===== config.mk =====
export PLATFORM = sky130hd
export DESIGN_NAME = slcs_core
export DESIGN_NICKNAME = d
export VERILOG_FILES = /design/src/hdl/slcs_pkg.sv /design/src/hdl/slcs_core.sv
export SDC_FILE = /design/constraint.sdc
export NUM_CORES = 1
export LEC_CHECK = 0
export BUFFER_PORTS_ARGS = -buffer_cell sky130_fd_sc_hd__buf_4
export CAP_MARGIN = 15
export CORE_UTILIZATION = 50
export DETAILED_ROUTE_END_ITERATION = 7
export HOLD_SLACK_MARGIN = 0.1
export PLACE_DENSITY = 0.72
export SYNTH_ARGS = -nofsm -noshare
export SYNTH_HDL_FRONTEND = slang
export SYNTH_SLANG_ARGS = --single-unit

===== constraint.sdc =====
create_clock -name core_clk -period 2.55 [get_ports core_clk]
set_input_delay 0.255 -clock core_clk [delete_from_list [all_inputs] [get_ports core_clk]]
set_output_delay 0.255 -clock core_clk [all_outputs]
set_load 0.02 [all_outputs]

===== src/hdl/slcs_pkg.sv =====
// Constants and field layout for the serial link control and status block.
// Notes on behaviour
// RULE_01: Top three control word bits select function.
// RULE_02: Function zero low byte sets bit rate.
// RULE_03: Host writes rate as reversed two's complement.
// RULE_04: Function zero two-bit field selects channel.
// RULE_05: Function one loads six-bit tag compare pattern.
// RULE_06: Function two enables or clears all interrupts.
// RULE_07: Function three: receive disable, word, overrun interrupts.
// RULE_08: Matching tag words use action bits 8-11.
// RULE_09: Other tag words use action bits 12-15.
// RULE_10: Function four resets card; bit three keeps handshakes.
// RULE_11: Function five resets shift and CRC registers.
// RULE_12: Functions six, seven bit three drive DTR, RTS.
// RULE_13: Function six enables timeout, remote, CRC interrupts.
// RULE_14: Function six selects handshake and repeat modes.
// RULE_15: Transmit disable holds the line at zero.
// RULE_16: Transmit interrupt on write-ready leading edge.
// RULE_17: Choose CRC accumulation side; send CRC instead.
// RULE_18: Test CRC sends one dummy word first.
// RULE_19: Tag bit goes out with transmitted word.
// RULE_20: Service request on four channel program events.
// RULE_21: Interrupt and status for each event kind.
// RULE_22: Status bits zero to four: idle, ready, pending.
// RULE_23: Status bits five to eleven: events and channel.
// RULE_24: Status bits twelve to fifteen: CRC, overrun, tag.
package slcs_pkg;
  localparam int CW_W = 16;
  localparam int CW_TOP = CW_W - 1;
  localparam int FN_MSB = CW_TOP;
  localparam int FN_LSB = CW_TOP - 2;
  localparam logic [2:0] FN_RATE = 3'h0;
  localparam logic [2:0] FN_TAGCMP = 3'h1;
  localparam logic [2:0] FN_INTMST = 3'h2;
  localparam logic [2:0] FN_RXACT = 3'h3;
  localparam logic [2:0] FN_CARDRST = 3'h4;
  localparam logic [2:0] FN_SHRST = 3'h5;
  localparam logic [2:0] FN_RXMODE = 3'h6;
  localparam logic [2:0] FN_TXMODE = 3'h7;
  localparam int B3 = CW_TOP - 3;
  localparam int CH_MSB = CW_TOP - 6;
  localparam int CH_LSB = CW_TOP - 7;
  localparam int RATE_MSB = CW_TOP - 8;
  localparam int TAG_MSB = CW_TOP - 9;
  localparam int TAG_LSB = CW_TOP - 14;
  localparam int BCAST_BIT = CW_TOP - 15;
  localparam int RXDIS_B = CW_TOP - 5;
  localparam int RXIE_B = CW_TOP - 6;
  localparam int ORIE_B = CW_TOP - 7;
  localparam int ACTM_MSB = CW_TOP - 8;
  localparam int ACTM_LSB = CW_TOP - 11;
  localparam int ACTN_MSB = CW_TOP - 12;
  localparam int ACTN_LSB = CW_TOP - 15;
  localparam int ACT_DSR = 3;
  localparam int ACT_DE = 2;
  localparam int ACT_CJ = 1;
  localparam int ACT_INT = 0;
  localparam int TOIE_B = CW_TOP - 10;
  localparam int SRIE_B = CW_TOP - 11;
  localparam int CRCIE_B = CW_TOP - 12;
  localparam int ACK_B = CW_TOP - 13;
  localparam int REP_B = CW_TOP - 14;
  localparam int TXDIS_B = CW_TOP - 10;
  localparam int TXIE_B = CW_TOP - 11;
  localparam int CRCTX_B = CW_TOP - 12;
  localparam int TEST_B = CW_TOP - 13;
  localparam int SENDCRC_B = CW_TOP - 14;
  localparam int TAGOUT_B = CW_TOP - 15;
  localparam int ST_IDLE = CW_TOP - 0;
  localparam int ST_RW = CW_TOP - 1;
  localparam int ST_PEND = CW_TOP - 2;
  localparam int ST_RBUF = CW_TOP - 3;
  localparam int ST_WBUF = CW_TOP - 4;
  localparam int ST_XERR = CW_TOP - 5;
  localparam int ST_TMO = CW_TOP - 6;
  localparam int ST_SRV = CW_TOP - 7;
  localparam int ST_SRC = CW_TOP - 8;
  localparam int ST_CH_MSB = CW_TOP - 9;
  localparam int ST_CH_LSB = CW_TOP - 10;
  localparam int ST_SENSE = CW_TOP - 11;
  localparam int ST_CRC = CW_TOP - 12;
  localparam int ST_OVR = CW_TOP - 13;
  localparam int ST_TAGD = CW_TOP - 14;
  localparam int ST_CMP = CW_TOP - 15;
  localparam int IP_XERR = 0;
  localparam int IP_SET = 1;
  localparam int IP_RX = 2;
  localparam int IP_TX = 3;
  localparam int IP_OVR = 4;
  localparam int IP_TMO = 5;
  localparam int IP_SR = 6;
  localparam int IP_CRC = 7;
  localparam int IP_TAG = 8;
  localparam int IP_N = 9;
  localparam int NCH = 4;
  localparam longint CLK_HZ = 50000000;
  localparam longint BASE_HZ = 2500000;
  localparam int BASE_DIV = int'(CLK_HZ / BASE_HZ);
  localparam longint TIMEOUT_MS = 15;
  localparam int TIMEOUT_CYC = int'(CLK_HZ * TIMEOUT_MS / 1000);
  localparam int REP_BITS = 2;
  typedef enum logic [2:0] {
    REP_IDLE = 3'h1,
    REP_WAIT = 3'h2,
    REP_SEND = 3'h4
  } slcs_rep_type;
endpackage : slcs_pkg


===== src/hdl/slcs_core.sv =====
// Control decode, interrupts, service requests and status of the serial link card.
`timescale 1ns/10ps
////////////////////////////////////////////////////////////////////////////////
module slcs_fifo #(
  parameter int WIDTH = 16,
  parameter int DEPTH = 8
) (
  // Clock and reset
  input wire logic core_clk,
  input wire logic rstn,
  input wire logic flush,
  // Fill side
  input wire logic in_valid,
  input wire logic [WIDTH-1:0] in_data,
  output logic in_ready,
  // Drain side
  output logic out_valid,
  output logic [WIDTH-1:0] out_data,
  input wire logic out_ready
);
  localparam int AW = $clog2(DEPTH);
  localparam int CW = $clog2(DEPTH + 1);
  typedef struct packed {
    logic [DEPTH-1:0][WIDTH-1:0] mem;
    logic [AW-1:0] wp;
    logic [AW-1:0] rp;
    logic [CW-1:0] cnt;
    logic rdy;
  } slcs_fifo_type;
  slcs_fifo_type s_r, s_nxt;
  logic push, pop;
  assign in_ready = s_r.rdy;
  assign out_valid = (s_r.cnt != '0);
  assign out_data = s_r.mem[s_r.rp];
  always_comb
  begin
    push = in_valid && s_r.rdy;
    pop = out_valid && out_ready;
    s_nxt = s_r;
    if (push)
    begin
      s_nxt.mem[s_r.wp] = in_data;
      s_nxt.wp = (s_r.wp == AW'(DEPTH - 1)) ? '0 : s_r.wp + 1'b1;
    end
    if (pop)
    begin
      s_nxt.rp = (s_r.rp == AW'(DEPTH - 1)) ? '0 : s_r.rp + 1'b1;
    end
    s_nxt.cnt = s_r.cnt + CW'(push) - CW'(pop);
    if (flush)
    begin
      s_nxt.wp = '0;
      s_nxt.rp = '0;
      s_nxt.cnt = '0;
    end
    s_nxt.rdy = (s_nxt.cnt != CW'(DEPTH));
    if (!rstn)
    begin
      s_nxt = '0;
      s_nxt.rdy = 1'b1;
    end
  end
  always_ff @(posedge core_clk)
  begin
    s_r <= s_nxt;
  end
endmodule : slcs_fifo
////////////////////////////////////////////////////////////////////////////////
module slcs_core
  import slcs_pkg::*;
#(
  parameter int TIMEOUT_CYCLES = slcs_pkg::TIMEOUT_CYC,
  parameter int FIFO_DEPTH = 8
) (
  // Clock and reset
  input wire logic core_clk,
  input wire logic rstn,
  // Control word and status
  input wire logic ctl_stb,
  input wire logic [slcs_pkg::CW_W-1:0] ctl_word,
  output logic [slcs_pkg::CW_W-1:0] sts_word,
  // Host data
  input wire logic wr_valid,
  input wire logic [slcs_pkg::CW_W-1:0] wr_data,
  output logic wr_ready,
  output logic rd_valid,
  output logic [slcs_pkg::CW_W-1:0] rd_data,
  input wire logic rd_ready,
  // Channel program and interrupt
  input wire logic prog_start,
  input wire logic prog_end,
  input wire logic xfer_err,
  input wire logic set_int,
  input wire logic int_reset,
  output logic int_req,
  output logic svc_req,
  output logic dev_end,
  output logic cond_jump,
  output logic clear_int,
  // Shifter and CRC unit
  input wire logic rx_valid,
  input wire logic [slcs_pkg::CW_W-1:0] rx_word,
  input wire logic rx_tag,
  input wire logic tx_ready,
  input wire logic crc_err,
  output logic tx_valid,
  output logic [slcs_pkg::CW_W-1:0] tx_word,
  output logic tx_tag,
  output logic tx_line_off,
  output logic crc_on_tx,
  output logic tx_send_crc,
  output logic crc_test,
  output logic shift_reset,
  output logic bit_tick,
  output logic rx_off,
  output logic handshake,
  output logic repeat_mode,
  // Channel pins
  input wire logic [slcs_pkg::NCH-1:0] dsr_pin,
  output logic [1:0] chan_sel,
  output logic [slcs_pkg::NCH-1:0] dtr,
  output logic [slcs_pkg::NCH-1:0] rts
);
  import slcs_pkg::*;
  typedef struct packed {
    logic [7:0] rate;
    logic [7:0] bcnt;
    logic [4:0] base;
    logic [1:0] chan;
    logic [5:0] cmp;
    logic ime, rxdis, rxie, orie;
    logic [3:0] actm, actn;
    logic [NCH-1:0] dtr, rts, s1, s2, s3, dsr;
    logic toie, srie, crcie, ack, rep;
    logic txdis, txie, crctx, sendcrc, tag, dummy;
    logic busy;
    logic [IP_N-1:0] pend;
    logic tmof, ovr, crcf, xerr, tagd, cmpd, srv;
    logic [1:0] reqch;
    logic rdv;
    logic [CW_W-1:0] rbuf;
    logic txv, txt;
    logic [CW_W-1:0] txw;
    logic wrq;
    slcs_rep_type rep_st;
    logic [1:0] repc;
    logic [CW_W-1:0] repw;
    logic [31:0] tmo;
    logic svc, dend, cjmp, clri, shrst, ctest, tick, intr;
    logic [CW_W-1:0] sts;
  } slcs_state_type;
  slcs_state_type s_r, n, keep;
  logic [2:0] fn;
  logic [IP_N-1:0] ev;
  logic [NCH-1:0] chg;
  logic [3:0] act;
  logic xfer, hit, take, sup, rxsvc, rise, load, ftake, fl, crst;
  logic fifo_rdy, fifo_v;
  logic [CW_W-1:0] fifo_d;

  slcs_fifo #(.WIDTH(CW_W), .DEPTH(FIFO_DEPTH)) u_txq (
    .core_clk(core_clk),
    .rstn(rstn),
    .flush(fl),
    .in_valid(wr_valid),
    .in_data(wr_data),
    .in_ready(fifo_rdy),
    .out_valid(fifo_v),
    .out_data(fifo_d),
    .out_ready(ftake)
  );

  ////////////////////////////////////////////////////////////////////////////////
  always_comb
  begin
    n = s_r;
    keep = s_r;
    fn = ctl_word[FN_MSB:FN_LSB]; // [RULE_01]
    ev = '0;
    act = '0;
    hit = 1'b0;
    take = 1'b0;
    sup = 1'b0;
    rxsvc = 1'b0;
    ftake = 1'b0;
    {n.svc, n.dend, n.cjmp, n.clri, n.shrst, n.ctest, n.tick} = '0;
    crst = ctl_stb && (fn == FN_CARDRST);
    fl = crst || (ctl_stb && (fn == FN_SHRST)) || !rstn;
    xfer = (wr_valid && fifo_rdy) || (s_r.rdv && rd_ready);
    if (int_reset)
    begin
      n.pend = '0;
      {n.tmof, n.ovr, n.crcf, n.xerr, n.tagd, n.cmpd, n.srv} = '0;
    end
    if (ctl_stb)
    begin
      unique case (fn)
        FN_RATE:
        begin
          n.rate = {<<{ctl_word[RATE_MSB:0]}}; // [RULE_02] [RULE_03]
          n.chan = ctl_word[CH_MSB:CH_LSB]; // [RULE_04]
          n.bcnt = n.rate;
          n.base = '0;
        end
        FN_TAGCMP: n.cmp = ctl_word[TAG_MSB:TAG_LSB]; // [RULE_05]
        FN_INTMST:
        begin
          n.ime = ctl_word[B3]; // [RULE_06]
          if (!ctl_word[B3])
          begin
            n.pend = '0;
          end
        end
        FN_RXACT:
        begin
          n.rxdis = ctl_word[RXDIS_B]; // [RULE_07]
          n.rxie = ctl_word[RXIE_B];
          n.orie = ctl_word[ORIE_B];
          n.actm = ctl_word[ACTM_MSB:ACTM_LSB]; // [RULE_08]
          n.actn = ctl_word[ACTN_MSB:ACTN_LSB]; // [RULE_09]
        end
        FN_CARDRST: n.clri = 1'b1;
        FN_SHRST:
        begin
          n.shrst = 1'b1; // [RULE_11]
          n.rdv = 1'b0;
          n.txv = 1'b0;
          n.dummy = 1'b0;
        end
        FN_RXMODE:
        begin
          n.dtr[s_r.chan] = ctl_word[B3]; // [RULE_12]
          n.toie = ctl_word[TOIE_B]; // [RULE_13]
          n.srie = ctl_word[SRIE_B];
          n.crcie = ctl_word[CRCIE_B];
          n.ack = ctl_word[ACK_B]; // [RULE_14]
          n.rep = ctl_word[REP_B];
        end
        FN_TXMODE:
        begin
          n.rts[s_r.chan] = ctl_word[B3]; // [RULE_12]
          n.txdis = ctl_word[TXDIS_B]; // [RULE_15]
          n.txie = ctl_word[TXIE_B]; // [RULE_16]
          n.crctx = ctl_word[CRCTX_B]; // [RULE_17]
          n.sendcrc = ctl_word[SENDCRC_B];
          n.tag = ctl_word[TAGOUT_B]; // [RULE_19]
          n.ctest = ctl_word[TEST_B]; // [RULE_18]
          n.dummy = ctl_word[TEST_B];
        end
      endcase
    end
    // Bit rate: a 2.5 MHz base enable steps a counter preset from the rate code.
    if (ctl_stb && (fn == FN_RATE))
    begin
      n.base = '0;
    end
    else if (s_r.base == 5'(BASE_DIV - 1))
    begin
      n.base = '0;
      if (s_r.bcnt == 8'hFF)
      begin
        n.bcnt = s_r.rate; // [RULE_02]
        n.tick = 1'b1;
      end
      else
      begin
        n.bcnt = s_r.bcnt + 8'h01;
      end
    end
    else
    begin
      n.base = s_r.base + 5'h01;
    end
    // Data set ready pins pass three flops and count once two agree.
    n.s1 = dsr_pin;
    n.s2 = s_r.s1;
    n.s3 = s_r.s2;
    if (s_r.s2 == s_r.s3)
    begin
      n.dsr = s_r.s3;
    end
    chg = n.dsr ^ s_r.dsr;
    if (chg != '0)
    begin
      n.srv = 1'b1; // [RULE_21] [RULE_23]
      ev[IP_SR] = s_r.srie; // [RULE_13]
      for (int i = NCH - 1; i >= 0; i--)
      begin
        if (chg[i])
        begin
          n.reqch = 2'(i);
        end
      end
    end
    // Receive buffer.
    if (s_r.rdv && rd_ready)
    begin
      n.rdv = 1'b0;
    end
    if (rx_valid && !s_r.rxdis) // [RULE_07]
    begin
      if (rx_tag)
      begin
        hit = (rx_word[TAG_MSB:TAG_LSB] == s_r.cmp) || rx_word[BCAST_BIT]; // [RULE_05]
        act = hit ? s_r.actm : s_r.actn; // [RULE_08] [RULE_09]
        n.tagd = 1'b1; // [RULE_24]
        n.cmpd = s_r.cmpd || hit;
        n.dend = act[ACT_DE];
        n.cjmp = act[ACT_CJ];
        ev[IP_TAG] = act[ACT_INT];
        sup = act[ACT_DSR];
        take = 1'b1;
        if (s_r.rep && hit && (s_r.rep_st == REP_IDLE)) // [RULE_14]
        begin
          n.rep_st = REP_WAIT;
          n.repw = rx_word;
          n.repc = '0;
        end
      end
      else
      begin
        take = !s_r.rep; // [RULE_14]
      end
      if (take)
      begin
        if (n.rdv)
        begin
          n.ovr = 1'b1; // [RULE_24]
          ev[IP_OVR] = s_r.orie; // [RULE_07]
        end
        n.rdv = 1'b1;
        n.rbuf = rx_word;
        ev[IP_RX] = s_r.rxie;
        rxsvc = !sup;
      end
    end
    // Repeat echo, two bit times after the tag word.
    unique case (s_r.rep_st)
      REP_IDLE: ;
      REP_WAIT:
      begin
        if (s_r.tick)
        begin
          n.repc = s_r.repc + 2'h1;
          if (s_r.repc == 2'(REP_BITS - 1))
          begin
            n.rep_st = REP_SEND;
          end
        end
      end
      REP_SEND: ;
      default: n.rep_st = REP_IDLE;
    endcase
    // Transmit stage fed from the queue, the echo or a dummy word.
    load = !s_r.txv || tx_ready;
    if (s_r.txv && tx_ready)
    begin
      n.txv = 1'b0;
    end
    if (load)
    begin
      if (s_r.rep_st == REP_SEND)
      begin
        n.txv = 1'b1;
        n.txw = s_r.repw;
        n.txt = 1'b1;
        n.rep_st = REP_IDLE;
      end
      else if (s_r.dummy)
      begin
        n.txv = 1'b1; // [RULE_18]
        n.txw = '0;
        n.txt = s_r.tag;
        n.dummy = 1'b0;
      end
      else if (fifo_v)
      begin
        ftake = 1'b1;
        n.txv = 1'b1;
        n.txw = fifo_d;
        n.txt = s_r.tag; // [RULE_19]
      end
    end
    n.wrq = fifo_rdy;
    rise = fifo_rdy && !s_r.wrq;
    ev[IP_TX] = rise && s_r.txie; // [RULE_16]
    // Time-out: every host data transfer restarts it.
    if (xfer)
    begin
      n.tmo = '0;
    end
    else if (s_r.tmo != 32'(TIMEOUT_CYCLES))
    begin
      n.tmo = s_r.tmo + 32'h1;
      if (s_r.tmo == 32'(TIMEOUT_CYCLES - 1))
      begin
        n.tmof = 1'b1; // [RULE_13]
        ev[IP_TMO] = s_r.toie;
      end
    end
    if (crc_err)
    begin
      n.crcf = 1'b1; // [RULE_24]
      ev[IP_CRC] = s_r.crcie;
    end
    if (xfer_err)
    begin
      n.xerr = 1'b1; // [RULE_21]
      ev[IP_XERR] = 1'b1;
    end
    ev[IP_SET] = set_int;
    if (prog_start)
    begin
      n.busy = 1'b1;
    end
    if (prog_end)
    begin
      n.busy = 1'b0;
    end
    n.svc = s_r.busy && (ctl_stb || rxsvc || rise || prog_end); // [RULE_20]
    n.pend = n.pend | ev; // [RULE_21]
    n.intr = n.ime && (n.pend != '0); // [RULE_06]
    n.sts = '0;
    n.sts[ST_IDLE] = !n.busy; // [RULE_22]
    n.sts[ST_RBUF] = n.rdv;
    n.sts[ST_WBUF] = fifo_rdy;
    n.sts[ST_RW] = n.rdv || fifo_rdy;
    n.sts[ST_PEND] = (n.pend != '0);
    n.sts[ST_XERR] = n.xerr; // [RULE_23]
    n.sts[ST_TMO] = n.tmof;
    n.sts[ST_SRV] = n.srv;
    n.sts[ST_SRC] = 1'b0;
    n.sts[ST_CH_MSB:ST_CH_LSB] = n.reqch;
    n.sts[ST_SENSE] = (n.dsr != '0);
    n.sts[ST_CRC] = n.crcf; // [RULE_24]
    n.sts[ST_OVR] = n.ovr;
    n.sts[ST_TAGD] = n.tagd;
    n.sts[ST_CMP] = n.cmpd;
    if (!rstn || crst)
    begin
      keep = n;
      n = '0;
      n.rep_st = REP_IDLE;
      n.sts[ST_IDLE] = 1'b1;
      n.sts[ST_WBUF] = 1'b1;
      n.sts[ST_RW] = 1'b1;
      if (rstn)
      begin
        n.s1 = keep.s1;
        n.s2 = keep.s2;
        n.s3 = keep.s3;
        n.dsr = keep.dsr;
        n.clri = 1'b1; // [RULE_10]
        n.shrst = 1'b1;
        if (ctl_word[B3])
        begin
          n.dtr = keep.dtr;
          n.rts = keep.rts;
        end
      end
    end
  end

  always_ff @(posedge core_clk)
  begin
    s_r <= n;
  end

  ////////////////////////////////////////////////////////////////////////////////
  assign sts_word = s_r.sts;
  assign wr_ready = fifo_rdy;
  assign rd_valid = s_r.rdv;
  assign rd_data = s_r.rbuf;
  assign int_req = s_r.intr;
  assign svc_req = s_r.svc;
  assign dev_end = s_r.dend;
  assign cond_jump = s_r.cjmp;
  assign clear_int = s_r.clri;
  assign tx_valid = s_r.txv;
  assign tx_word = s_r.txw;
  assign tx_tag = s_r.txt;
  assign tx_line_off = s_r.txdis;
  assign crc_on_tx = s_r.crctx;
  assign tx_send_crc = s_r.sendcrc;
  assign crc_test = s_r.ctest;
  assign shift_reset = s_r.shrst;
  assign bit_tick = s_r.tick;
  assign rx_off = s_r.rxdis;
  assign handshake = s_r.ack;
  assign repeat_mode = s_r.rep;
  assign chan_sel = s_r.chan;
  assign dtr = s_r.dtr;
  assign rts = s_r.rts;
endmodule : slcs_core


; After elaboration in Yosys (flattened, before gate mapping)
; Cells that the tools add are included.
[op_classes]
n_shift = 0
magnitude_cmp = 5
div = 0
mul = 0
n_reduce_logical = 55
addsub = 8
muxes = 111
n_bitwise = 8
eq_ne = 20
[ops]
columns = cell, n
row1 = 2-to-1 mux 167 bit, 1
row2 = bitwise mux 128 bit, 1
row3 = 2-to-1 mux 18 bit, 4
row4 = 2-to-1 mux 32 bit, 2
row5 = 2-to-1 mux 21 bit, 3
row6 = 2-to-1 mux 1 bit, 50
row7 = binary-select mux 16 bit (select 3 bit), 1
row8 = demux 16 bit (select 3 bit), 1
row9 = 2-to-1 mux 16 bit, 3
row10 = 2-to-1 mux 41 bit, 1
row11 = 2-to-1 mux 17 bit, 2
row12 = adder 32 x 1 -> 32 bit (second input constant), 1
row13 = == test 32 x 20 -> 1 bit (second input constant), 1
row14 = 2-to-1 mux 8 bit, 4
row15 = != test 32 x 20 -> 1 bit (second input constant), 1
row16 = 2-to-1 mux 9 bit, 3
row17 = 2-to-1 mux 24 bit, 1
row18 = 2-to-1 mux 11 bit, 2
row19 = == test 3 bit (second input constant), 7
row20 = 2-to-1 mux 3 bit, 7
row21 = 2-to-1 mux 2 bit, 10
row22 = 2-to-1 mux 4 bit, 5
row23 = logical AND 1 bit, 16
row24 = 2-to-1 mux 15 bit, 1
row25 = 37 further kinds, 79
[totals]
wordCells = 277
memories = 0
mem_bits_rw = 0
out_inout_bits = 76
rom_bits = 0
latch_bits = 0
input_bits = 66
reg_bits = 347

; Logic depth before layout (Yosys ltp)
; Gate-level depths: netlist (run 1).
[logic_depth]
ltp_word = 13
mapped_depth = 13
mapped_depth_nobuf = 12

; By module
; From an unflattened synthesis (run 1), not the netlist that was laid out.
[hier_totals]
hier_cells = 1745
area_unflattened_um2 = 15426.0
[modules_own_cells]
columns = module, cells_per_inst, instances, area_per_inst_um2, seq_area_each_um2
row1 = slcs_core, 1012, 1, 8574.5, 3943.8
row2 = slcs_fifo, 733, 1, 6851.6, 2782.7

; Worst setup path after synthesis (run 1)
; Ideal clock, no wire load.
[synth_path]
path_type = register to register
start = register u_txq.s_r[3] (netlist name)
end = register u_txq.s_r (netlist bit u_txq.in_ready)
slack_ns = 0.027
path_stages_with_launch = 13
setup_ns = 0.129
t_required_ns = 2.421
path_buffers = 1
period_less_slack_ns = 2.523
t_arrival_ns = 2.394
path_cell_list = dfxtp_1 -> inv_1 -> ha_1 -> a311o_1 -> clkbuf_1 -> nor2_1 -> ha_1 -> inv_1 -> ha_1 -> fa_1 -> inv_1 -> nor2_1 -> nand4bb_1
[synth_between]
elab_chain_len = 9
elab_cells_between_ends = 10
cone_classes = add/sub (2) / eq/ne (1) / mux (5) / reduce/logical (2)
[synth_lines]
columns = element, line_no
row1 = start: declaration, slcs_core.sv:30  ; slcs_fifo_type s_r, s_nxt;
row2 = start signal: assignment, slcs_core.sv:65  ; s_r <= s_nxt;
row3 = nonzero test 4 bit *, slcs_core.sv:33  ; assign out_valid = (s_r.cnt != '0);
row4 = 2-to-1 mux 1 bit, slcs_core.sv:376  ; else if (fifo_v)
row5 = 2-to-1 mux 1 bit, slcs_core.sv:369  ; else if (s_r.dummy)
row6 = 2-to-1 mux 1 bit, slcs_core.sv:362  ; if (s_r.rep_st == REP_SEND)
row7 = 2-to-1 mux 1 bit, slcs_core.sv:360  ; if (load)
row8 = logical AND 1 bit *, slcs_core.sv:38  ; pop = out_valid && out_ready;
row9 = via u_txq.pop, slcs_core.sv:31  ; logic push, pop;
row10 = subtractor 4 x 1 -> 4 bit *, slcs_core.sv:49  ; s_nxt.cnt = s_r.cnt + CW'(push) - CW'(pop);
row11 = 2-to-1 mux 4 bit *, slcs_core.sv:50  ; if (flush)
row12 = != test 4 bit *, slcs_core.sv:56  ; s_nxt.rdy = (s_nxt.cnt != CW'(DEPTH));
; The timed path passes the listed nets; every way through them passes the cells marked *.
; A chain may end at the register's enable or synchronous reset.

; Worst setup path after layout (run 1)
; Same ends and word-level chain as after synthesis.

==> flow_summary.ini, run 1 <==
[worst_setup_path]
crit_path_slowest_cell = sky130_fd_sc_hd__fa_1
worst-path-max-fanout = 2
cp_data_arrival_time_ns = 2.74
critical-path-top-delay-family = adder cells
critical_path_cell_count = 11
worstSetupStartpointType = flop
worst_ep_required_ns = 2.92
r2r.worst_path.cells = 11
worstSetupStartpoint = u_txq.s_r[3]
worst_setup_path_endpoint = u_txq.in_ready
worstPathBufferInverterCount = 3
worst-r2r-setup-slack_ns = 0.18
timing.critical_path.to_type = flop
worst_path_largest_cell_delay_ns = 0.41
crit_path_cell_trace = inv_1 > ha_1 > a311o_1 > nor2_2 > ha_1 > inv_1 > ha_1 > fa_1 > inv_1 > nor2_1 > nand4bb_1
timing.setup.critical_path_class = reg2reg
r2r-start = u_txq.s_r[3]
worst_r2r_endpoint = u_txq.in_ready

[yosys]
synth_top_cell_area_share_pct = 45.1
most_common_flop_cell_mapped_by_yosys = sky130_fd_sc_hd__dfxtp_1
synth-seq-area-share_pct = 45.1
yosys-top-cells-area = sky130_fd_sc_hd__dfxtp_1 (45%), sky130_fd_sc_hd__nand2_1 (7.5%), sky130_fd_sc_hd__mux2i_1 (5.5%)
async_reset_ff_share_pct = 0
syn_nets = 1739
synthDistinctLibCells = 76
synth-edff-count = 0
ys_top_cells_by_count = sky130_fd_sc_hd__dfxtp_1 (336), sky130_fd_sc_hd__nand2_1 (297), sky130_fd_sc_hd__a21oi_1 (135)
synth_seq_cells = 336
yosys.area.top_type = sky130_fd_sc_hd__dfxtp_1
synth_warnings = 0
postSynthAreaPerCell_sq_um = 9.00
yosys.cell_count.top_type = sky130_fd_sc_hd__dfxtp_1
synthesized_instance_count = 1658
post_synth_instance_area_sq_um = 14900

[global_routing]
antenna_found_initial = 2
grt_max_degree = 146
global_route.overflow_total = 0
grt_use_total_pct = 24.1
via_count_of_the_first_global_routing_pass = 11600
grt_pass1_wl_um = 59900

[final_layout]
post_layout_net_count = 1839
final_layout_size_suffix_gt1_share_pct = 17.3
areaGrowthSynthToFinish_pct = 18.5

[sta]
worst_pin_slew_ns = 0.806
worst_clock_skew_ns = 0.0202
final_max_slew_viol_count = 0
timing_hold_violations_final = 0
period_share_pct = 92.8
finalCriticalPeriod_ns = 2.37
fin_setup_tns_ns = 0
slew_headroom_pct = 45.9
finalSetupViolCount = 0
max_freq_mhz = 422
grt_setup_unrepaired = false

[pwr]
ir_drop_v = 0.000529
power_switching_mw = 3.69
total_power_mw = 13.5
p_int_mw = 9.84
switching_share_pct = 27.3
p_per_area_nw_per_um2 = 765
combPwrFrac_pct = 18.3
cellLeakagePower_nw = 6.42
power.clock.fraction_pct = 39.4
power.share.sequential_pct = 42.3

[routing]
drt-wirelength-per-cell_um = 17.0
route.detailed.vias_per_inst = 5.47
detail_route.first_pass.iterations = 6
ant_nets = 0
postRouteWirelength_um = 37000
detailroute.via_count = 11900
drc = 0
drtIter0Drc = 906

[worst_hold_path]
worstHoldPathType = in2reg

[floorplan]
core.rowCount = 62
fp.coreArea_sq_um = 29000
initial_core_utilization_pct = 51.4
num_io_pins = 142
chipWidth_um = 175
floorplan.die.height_um = 175
die_area_sq_um = 30500

[clocking]
clk_pin_slew_worst_paths_ns = 0.06
tritoncts = yes
htreeDepth = 2
cts_num_sinks = 336
numCtsBuffers = 36
clk_root_buffer_cell = sky130_fd_sc_hd__clkbuf_16
worst_skew_pair.late_latency_ns = 0.51
cts_max_path_buffers = 3

[placed_design]
port_buffers = 139
dp_hpwl_um = 23400
gpl.final_weighted_congestion = 0.842

[flow_run]
cap_viol_max_count = 0

[run_status]
status = completed
==> layer usage <==
| metal | GRT usage (%) | share of wire, % |
|---|---|---|
| met4 | 8.19 | 2.6 |
| met1 | 31.4 | 44 |
| met3 | 3.55 | 5.1 |
| met5 | 0 | 0 |
| met2 | 40.9 | 48 |
==> timing repair <==
action	in CTS	in global routing
resized for setup	0	1
setup buffers	0	1
hold buffers	56	0
hold endpoints to repair	218	0
setup endpoints to repair	0	1
==> power by group through the flow <==
stage               Sequential, mW  Combinational (mW)  Clock, mW
floorplan                     5.77                1.78          0
CTS                           5.72                2.45       5.43
global route                  5.75                2.69       5.66
global placement              5.83                2.32          0
detailed placement            5.83                2.37          0
finish                        5.72                2.47       5.34
==> sequential cells by signal, summed over array words and instances, names as in the netlist, 2 cells and up <==
name and flops:
dtr 4, chan_sel 2, rts 4, tx_word 16, u_txq.s_r 138, s_r 125, sts_word 14, rd_data 16
==> kinds of logic after synthesis <==
| logic type | count (synthesis) | share of synthesized area (%) |
|---|---|---|
| simple gates | 622 | 20.0 |
| buf+inv | 194 | 6.80 |
| fa+ha+maj | 15 | 1.31 |
| mux | 118 | 10.7 |
| other cells | 1 | 0.0251 |
| xor+xnor | 45 | 2.64 |
| compound gates | 327 | 13.5 |
| flops | 336 | 45.1 |
==> placed cells by master, fill, tap and decap left out, types with 15 or more instances in the layout <==
master and count:
sky130_fd_sc_hd__a21boi_0 79, sky130_fd_sc_hd__a21oi_1 134, sky130_fd_sc_hd__and2_1 21, sky130_fd_sc_hd__buf_4 174
sky130_fd_sc_hd__clkbuf_16 38, sky130_fd_sc_hd__dfxtp_1 334, sky130_fd_sc_hd__dlygate4sd3_1 56, sky130_fd_sc_hd__inv_1 22
sky130_fd_sc_hd__mux2i_1 82, sky130_fd_sc_hd__mux4_2 32, sky130_fd_sc_hd__nand2_1 297, sky130_fd_sc_hd__nand3_1 38
sky130_fd_sc_hd__nand4_1 15, sky130_fd_sc_hd__nor2_1 107, sky130_fd_sc_hd__nor2b_1 53, sky130_fd_sc_hd__nor3_1 15
sky130_fd_sc_hd__o21ai_0 57, sky130_fd_sc_hd__xnor2_1 21, sky130_fd_sc_hd__xor2_1 24
==> area by class of cell <==
type                    count  area, sq um
well taps                 384          480
clock buffers              55         1120
multi-input cells        1128         7190
fillers                  2455        11300
clock inverters            10          114
repair buffers            234         1950
inverters                  22         82.6
flip-flops and latches    336         6730
diodes                      2         5.00
==> worst reg2reg max path, cell delays in order, from the launching register on <==
cell,delay [ns]
sky130_fd_sc_hd__dfxtp_1,0.31
sky130_fd_sc_hd__inv_1,0.05
sky130_fd_sc_hd__ha_1,0.20
sky130_fd_sc_hd__a311o_1,0.34
sky130_fd_sc_hd__nor2_2,0.14
sky130_fd_sc_hd__ha_1,0.24
sky130_fd_sc_hd__inv_1,0.07
sky130_fd_sc_hd__ha_1,0.17
sky130_fd_sc_hd__fa_1,0.41
sky130_fd_sc_hd__inv_1,0.06
sky130_fd_sc_hd__nor2_1,0.04
sky130_fd_sc_hd__nand4bb_1,0.21
==> through the flow <==
step / cell area (sq um) / instances / setup WS, ns / hold slack [ns] / util [%]
2_1_floorplan: 14900 / 1658 / 0.0268 / 0.372 / -
3_3_place_gp: 15800 / 2045 / 0.180 / 0.415 / 54.6
3_5_place_dp: 15800 / 2045 / 0.139 / 0.425 / 54.6
4_1_cts: 17600 / 2166 / 0.121 / 0.101 / 60.8
5_1_grt: 17700 / 2171 / 0.0120 / 0.111 / 60.9
6_report: 17700 / 2171 / 0.183 / 0.111 / 60.9
==> how the worst min path moves through the flow <==
stage	start	to	slack, ns	cells after the start
floorplan	xfer_err	s_r[122]	0.37	2
global placement	s_r[156]	s_r[152]	0.41	1
detailed placement	s_r[156]	s_r[152]	0.42	1
CTS	tx_ready	tx_valid	0.10	3
global route	ctl_stb	svc_req	0.11	3
finish	ctl_stb	svc_req	0.11	3
Note: power is estimated with default switching activity, not from simulation.
==> run 2: changes to the inputs <==
BUFFER_PORTS_ARGS = -buffer_cell sky130_fd_sc_hd__buf_2   (was -buffer_cell sky130_fd_sc_hd__buf_4)
REMOVE_ABC_BUFFERS = 1   (was unset)
==> run 2 against run 1 <==
Effect of this change:
- first-iteration DRC count down 9.1%
- utilization down 1.2 points
- combinational power down 6%
- clock power up 1%
- register-to-register slack worse by 0.03 ns
- global-route usage down 0.31 points
- non-clock buffer count up 5
- critical path type unchanged
==> flow_summary.ini, run 2 (same netlist as run 1, synthesis figures left out) <==
[run_status]
status = completed

[worst_setup_path]
worst_ep_required_ns = 2.95
crit_path_slowest_cell = sky130_fd_sc_hd__fa_1
worstSetupStartpointType = flop
crit_path_cell_trace = inv_1 > ha_1 > a311o_1 > nor2_1 > ha_1 > inv_1 > ha_1 > fa_1 > inv_1 > nor2_1 > nand4bb_1
worst_path_largest_cell_delay_ns = 0.43
cp_data_arrival_time_ns = 2.80
worstSetupStartpoint = u_txq.s_r[3]
critical-path-top-delay-family = adder cells
timing.setup.critical_path_class = reg2reg
timing.critical_path.to_type = flop
worst-path-max-fanout = 2
r2r-start = u_txq.s_r[3]
worstPathBufferInverterCount = 3

[sta]
finalCriticalPeriod_ns = 2.40
final_max_slew_viol_count = 0
finalSetupViolCount = 0
worst_pin_slew_ns = 1.00
slew_headroom_pct = 33.4
timing_hold_violations_final = 0
max_freq_mhz = 417
finalWorstSetupSlack_ns = 0.149
period_share_pct = 94.1
worst_clock_skew_ns = 0.0252

[worst_hold_path]
hold_path_startpoint = rd_ready
worstHoldPathType = in2reg

[floorplan]
fp.coreArea_sq_um = 29000
floorplan.die.height_um = 175
core.rowCount = 62
die_area_sq_um = 30500
initial_core_utilization_pct = 51.4
chipWidth_um = 175
num_io_pins = 142

[final_layout]
post_layout_net_count = 1844
most-common-layout-cells = sky130_fd_sc_hd__dfxtp_1 (334), sky130_fd_sc_hd__nand2_1 (297), sky130_fd_sc_hd__buf_2 (138), sky130_fd_sc_hd__a21oi_1 (133), sky130_fd_sc_hd__nor2_1 (108)
layout.cells.non_filler = 2176
number_of_flip_flops_in_the_largest_register = 138
largest_registers = u_txq.s_r x138, s_r x125
multiInputGateArea_sq_um = 7200
final_layout_size_suffix_gt1_share_pct = 17.3
sequential_cell_area_sq_um = 6730
final_cell_area_sq_um = 17300
n_fill_cell = 2514
layout.cells.most_common = sky130_fd_sc_hd__dfxtp_1
biggest_register = u_txq.s_r
areaGrowthSynthToFinish_pct = 16.2

[clocking]
worst_skew_pair.late_latency_ns = 0.52
cts_num_sinks = 336
cts_max_path_buffers = 3
numCtsBuffers = 36
post_cts_buffers = 0
clk_root_buffer_cell = sky130_fd_sc_hd__clkbuf_16
htreeDepth = 2
tritoncts = yes
clk_pin_slew_worst_paths_ns = 0.06

[global_routing]
global_route.overflow_total = 0
grt_use_total_pct = 23.8
via_count_of_the_first_global_routing_pass = 11500
grt_pass1_wl_um = 59100
antenna_found_initial = 1
grt_max_degree = 125

[pwr]
p_per_area_nw_per_um2 = 779
total_power_mw = 13.5
ir_drop_v = 0.000529
cellLeakagePower_nw = 6.37

[placed_design]
place_area_sq_um = 15500
dp_hpwl_um = 24100
post-place-cells = 2051
dpl_worst_slack_ns = 0.187
port_buffers = 139
gpl.final_weighted_congestion = 0.858

[routing]
ant_nets = 0
postRouteWirelength_um = 36900
detail_route.first_pass.iterations = 6
drt-wirelength-per-cell_um = 17.0
detailroute.via_count = 11900
drc = 0
drtIter0Drc = 824
route.detailed.vias_per_inst = 5.47

[flow_run]
cap_viol_max_count = 0
run 2: cell count changes in the layout (fill, tap and decap cells not counted), moves of 2 or more:
cell,delta
sky130_fd_sc_hd__buf_4,-132
sky130_fd_sc_hd__buf_2,+138
sky130_fd_sc_hd__bufinv_16,+2
sky130_fd_sc_hd__clkbuf_1,+5
sky130_fd_sc_hd__buf_12,-2
sky130_fd_sc_hd__clkbuf_8,-7
run 2: area by class of cell:
class	instances	share of cell area, %
repair buffers	239	9.32
flip-flops and latches	336	38.8
inverters	22	0.476
clock inverters	13	1.04
clock buffers	53	6.04
well taps	384	2.77
multi-input cells	1128	41.5
diodes	1	0.0144
run 2: worst min-delay path, delay by kind of cell:
family,cells,cell delay [ns]
buf+inv,1,0.09
compound gates,2,0.12
simple gates,2,0.16
run 2: per-layer routing:
metal	up-vias	wire length (um)	global-route usage, %
met1	5722	16200	30.3
met2	315	18000	41.7
met5	-	0	0
li1	5807	-	-
met4	0	924	7.25
met3	61	1750	3.24
run 2: metrics by stage:
step                      setup TNS, ns  hold WS, ns  utilization, %
after floorplan                 -222.04        0.327               -
after global placement                0        0.415            53.5
after detailed placement              0        0.420            53.5
after CTS                             0        0.151            59.7
after global routing            -0.0113        0.167            59.8
final                                 0        0.162            59.8
run 2: worst paths after layout:
check / to / slack (ns) / depth (start not counted)
worst max-delay path: u_txq.in_ready / 0.15 / 11
worst min-delay path: sts_word[2] / 0.16 / 5
worst max register to register: u_txq.in_ready / 0.15 / 11
worst min register to register: s_r[152] / 0.44 / 1
run 2: timing repair:
| item | CTS | global route |
|---|---|---|
| endpoints found under the hold margin | 167 | 0 |
| endpoints found under the setup margin | 0 | 1 |
| hold buffers | 57 | 0 |
| resized for setup | 0 | 1 |
run 2: power by group:
group	switching, mW	leakage, nW	internal [mW]
combinational	1.37	3.04	0.948
sequential	0.246	2.73	5.53
clock	2.13	0.605	3.27
total	3.75	6.37	9.75
==> run 3: changes to the inputs <==
REMOVE_ABC_BUFFERS = unset   (was 1)
==> run 3 against run 2 <==
Effect of this change:
- critical path type unchanged
- worst setup slack gained 0.020 ns
- routed wire length shrank 0.72%
- critical endpoint unchanged
- sequential share of layout area is essentially flat
- highest routed layer unchanged
- cell count shrank 0.18%
==> flow_summary.ini, run 3 (same netlist as run 1, synthesis figures left out) <==
[floorplan]
floorplan.die.height_um = 175
num_io_pins = 142
core.rowCount = 62
initial_core_utilization_pct = 51.4
die_area_sq_um = 30500
chipWidth_um = 175
fp.coreArea_sq_um = 29000

[sta]
slew_headroom_pct = 47.4
timing_hold_violations_final = 0
fin_setup_tns_ns = 0
grt_setup_unrepaired = false
final_max_slew_viol_count = 0
worst_pin_slew_ns = 0.789
period_share_pct = 93.4
finalCriticalPeriod_ns = 2.38
worst_clock_skew_ns = 0.0179
finalSetupViolCount = 0
max_freq_mhz = 420

[global_routing]
grt_pass1_wl_um = 58200
antenna_found_initial = 1
via_count_of_the_first_global_routing_pass = 11300
global_route.overflow_total = 0
grt_max_degree = 93
grt_use_total_pct = 23.5

[pwr]
ir_drop_v = 0.000456
cellLeakagePower_nw = 6.37
p_per_area_nw_per_um2 = 781

[final_layout]
areaGrowthSynthToFinish_pct = 16.3
most-common-layout-cells = sky130_fd_sc_hd__dfxtp_1 (334), sky130_fd_sc_hd__nand2_1 (297), sky130_fd_sc_hd__buf_2 (138), sky130_fd_sc_hd__a21oi_1 (134), sky130_fd_sc_hd__nor2_1 (107)
finalCoreUtilization_pct = 59.8
n_fill_cell = 2484
post_layout_net_count = 1840
biggest_register = u_txq.s_r
number_of_flip_flops_in_the_largest_register = 138
largest_registers = u_txq.s_r x138, s_r x125
layout.cells.most_common = sky130_fd_sc_hd__dfxtp_1
final_layout_size_suffix_gt1_share_pct = 17.4
layout.cells.non_filler = 2172

[clocking]
post_cts_buffers = 0
clk_pin_slew_worst_paths_ns = 0.06
numCtsBuffers = 36
worst_skew_pair.late_latency_ns = 0.53
clk_root_buffer_cell = sky130_fd_sc_hd__clkbuf_16
cts_max_path_buffers = 3
htreeDepth = 2
tritoncts = yes
cts_num_sinks = 336

[placed_design]
post-place-cells = 2048
gpl.final_weighted_congestion = 0.837
dp_hpwl_um = 23400
port_buffers = 139

[worst_setup_path]
worstSetupStartpointType = flop
worst_ep_required_ns = 2.95
timing.critical_path.to_type = flop
worst-path-max-fanout = 2
cp_data_arrival_time_ns = 2.78
timing.setup.critical_path_class = reg2reg

[worst_hold_path]
worstHoldPathType = in2reg

[flow_run]
cap_viol_max_count = 0

[routing]
ant_nets = 0
drt-wirelength-per-cell_um = 16.9
detail_route.first_pass.iterations = 5
drtIter0Drc = 873
drc = 0
detailroute.via_count = 11900
route.detailed.vias_per_inst = 5.48
postRouteWirelength_um = 36600

[run_status]
status = completed
-- run 3: cell types whose count changed in the layout (fill, tap and decap cells not counted), moves of 2 or more --
| cell | before | now |
|---|---|---|
| sky130_fd_sc_hd__clkbuf_8 | 4 | 13 |
| sky130_fd_sc_hd__clkbuf_1 | 11 | 5 |
| sky130_fd_sc_hd__buf_4 | 42 | 38 |
| sky130_fd_sc_hd__clkbuf_16 | 38 | 36 |
-- run 3: layer usage --
metal,GRT usage [%],vias up,wire length (um)
li1,-,5798,-
met1,30.6,5739,16400
met2,40.5,310,17600
met3,3.44,59,1850
met4,6.49,0,762
met5,0,-,0
-- run 3: critical path: stages (launching register included) --
cell	delay [ns]
sky130_fd_sc_hd__dfxtp_1	0.31
sky130_fd_sc_hd__inv_1	0.06
sky130_fd_sc_hd__ha_1	0.21
sky130_fd_sc_hd__a311o_1	0.38
sky130_fd_sc_hd__nor2_2	0.12
sky130_fd_sc_hd__ha_1	0.24
sky130_fd_sc_hd__inv_1	0.06
sky130_fd_sc_hd__ha_1	0.18
sky130_fd_sc_hd__fa_1	0.42
sky130_fd_sc_hd__inv_1	0.06
sky130_fd_sc_hd__nor2_1	0.05
sky130_fd_sc_hd__nand4bb_1	0.17
-- run 3: report_power, final --
group | internal, mW | switching [mW] | total (mW)
registers | 5.53 | 0.175 | 5.71
logic | 0.928 | 1.43 | 2.36
clock network | 3.31 | 2.18 | 5.49
total | 9.77 | 3.78 | 13.6
-- run 3: area by class of cell --
class | instances | area, sq um | area share, %
Multi-Input combinational cell | 1128 | 7190 | 41.5
Sequential cell | 336 | 6730 | 38.8
Timing Repair Buffer | 235 | 1600 | 9.20
Clock buffer | 54 | 1100 | 6.33
Tap cell | 384 | 480 | 2.77
Clock inverter | 12 | 165 | 0.952
Inverter | 22 | 82.6 | 0.476
Antenna cell | 1 | 2.50 | 0.0144
-- run 3: worst paths after layout --
path / slack (ns) / from / end / depth (start not counted)
worst min register to register: 0.43 / s_r[158] / s_r[154] / 1
worst max register to register: 0.17 / u_txq.s_r[3] / u_txq.in_ready / 11
worst max-delay path: 0.17 / u_txq.s_r[3] / u_txq.in_ready / 11
worst min-delay path: 0.12 / int_reset / s_r[124] / 4
-- run 3: what timing repair did --
action	4_1_cts	5_1_grt
endpoints found under the setup margin	0	1
gates resized for setup	0	1
hold endpoints to repair	165	0
hold buffers	56	0
-- run 3: per-stage QoR --
step           setup WS [ns]  instance area, sq um  hold WS (ns)  power [mW]
6_report               0.169                 17300         0.121        13.6
5_1_grt               0.0371                 17300         0.159        14.1
4_1_cts                0.130                 17300         0.108        13.6
3_5_place_dp           0.154                 15500         0.418        8.09
3_3_place_gp           0.219                 15500         0.414        8.04
2_1_floorplan         0.0268                 14900         0.372        7.55
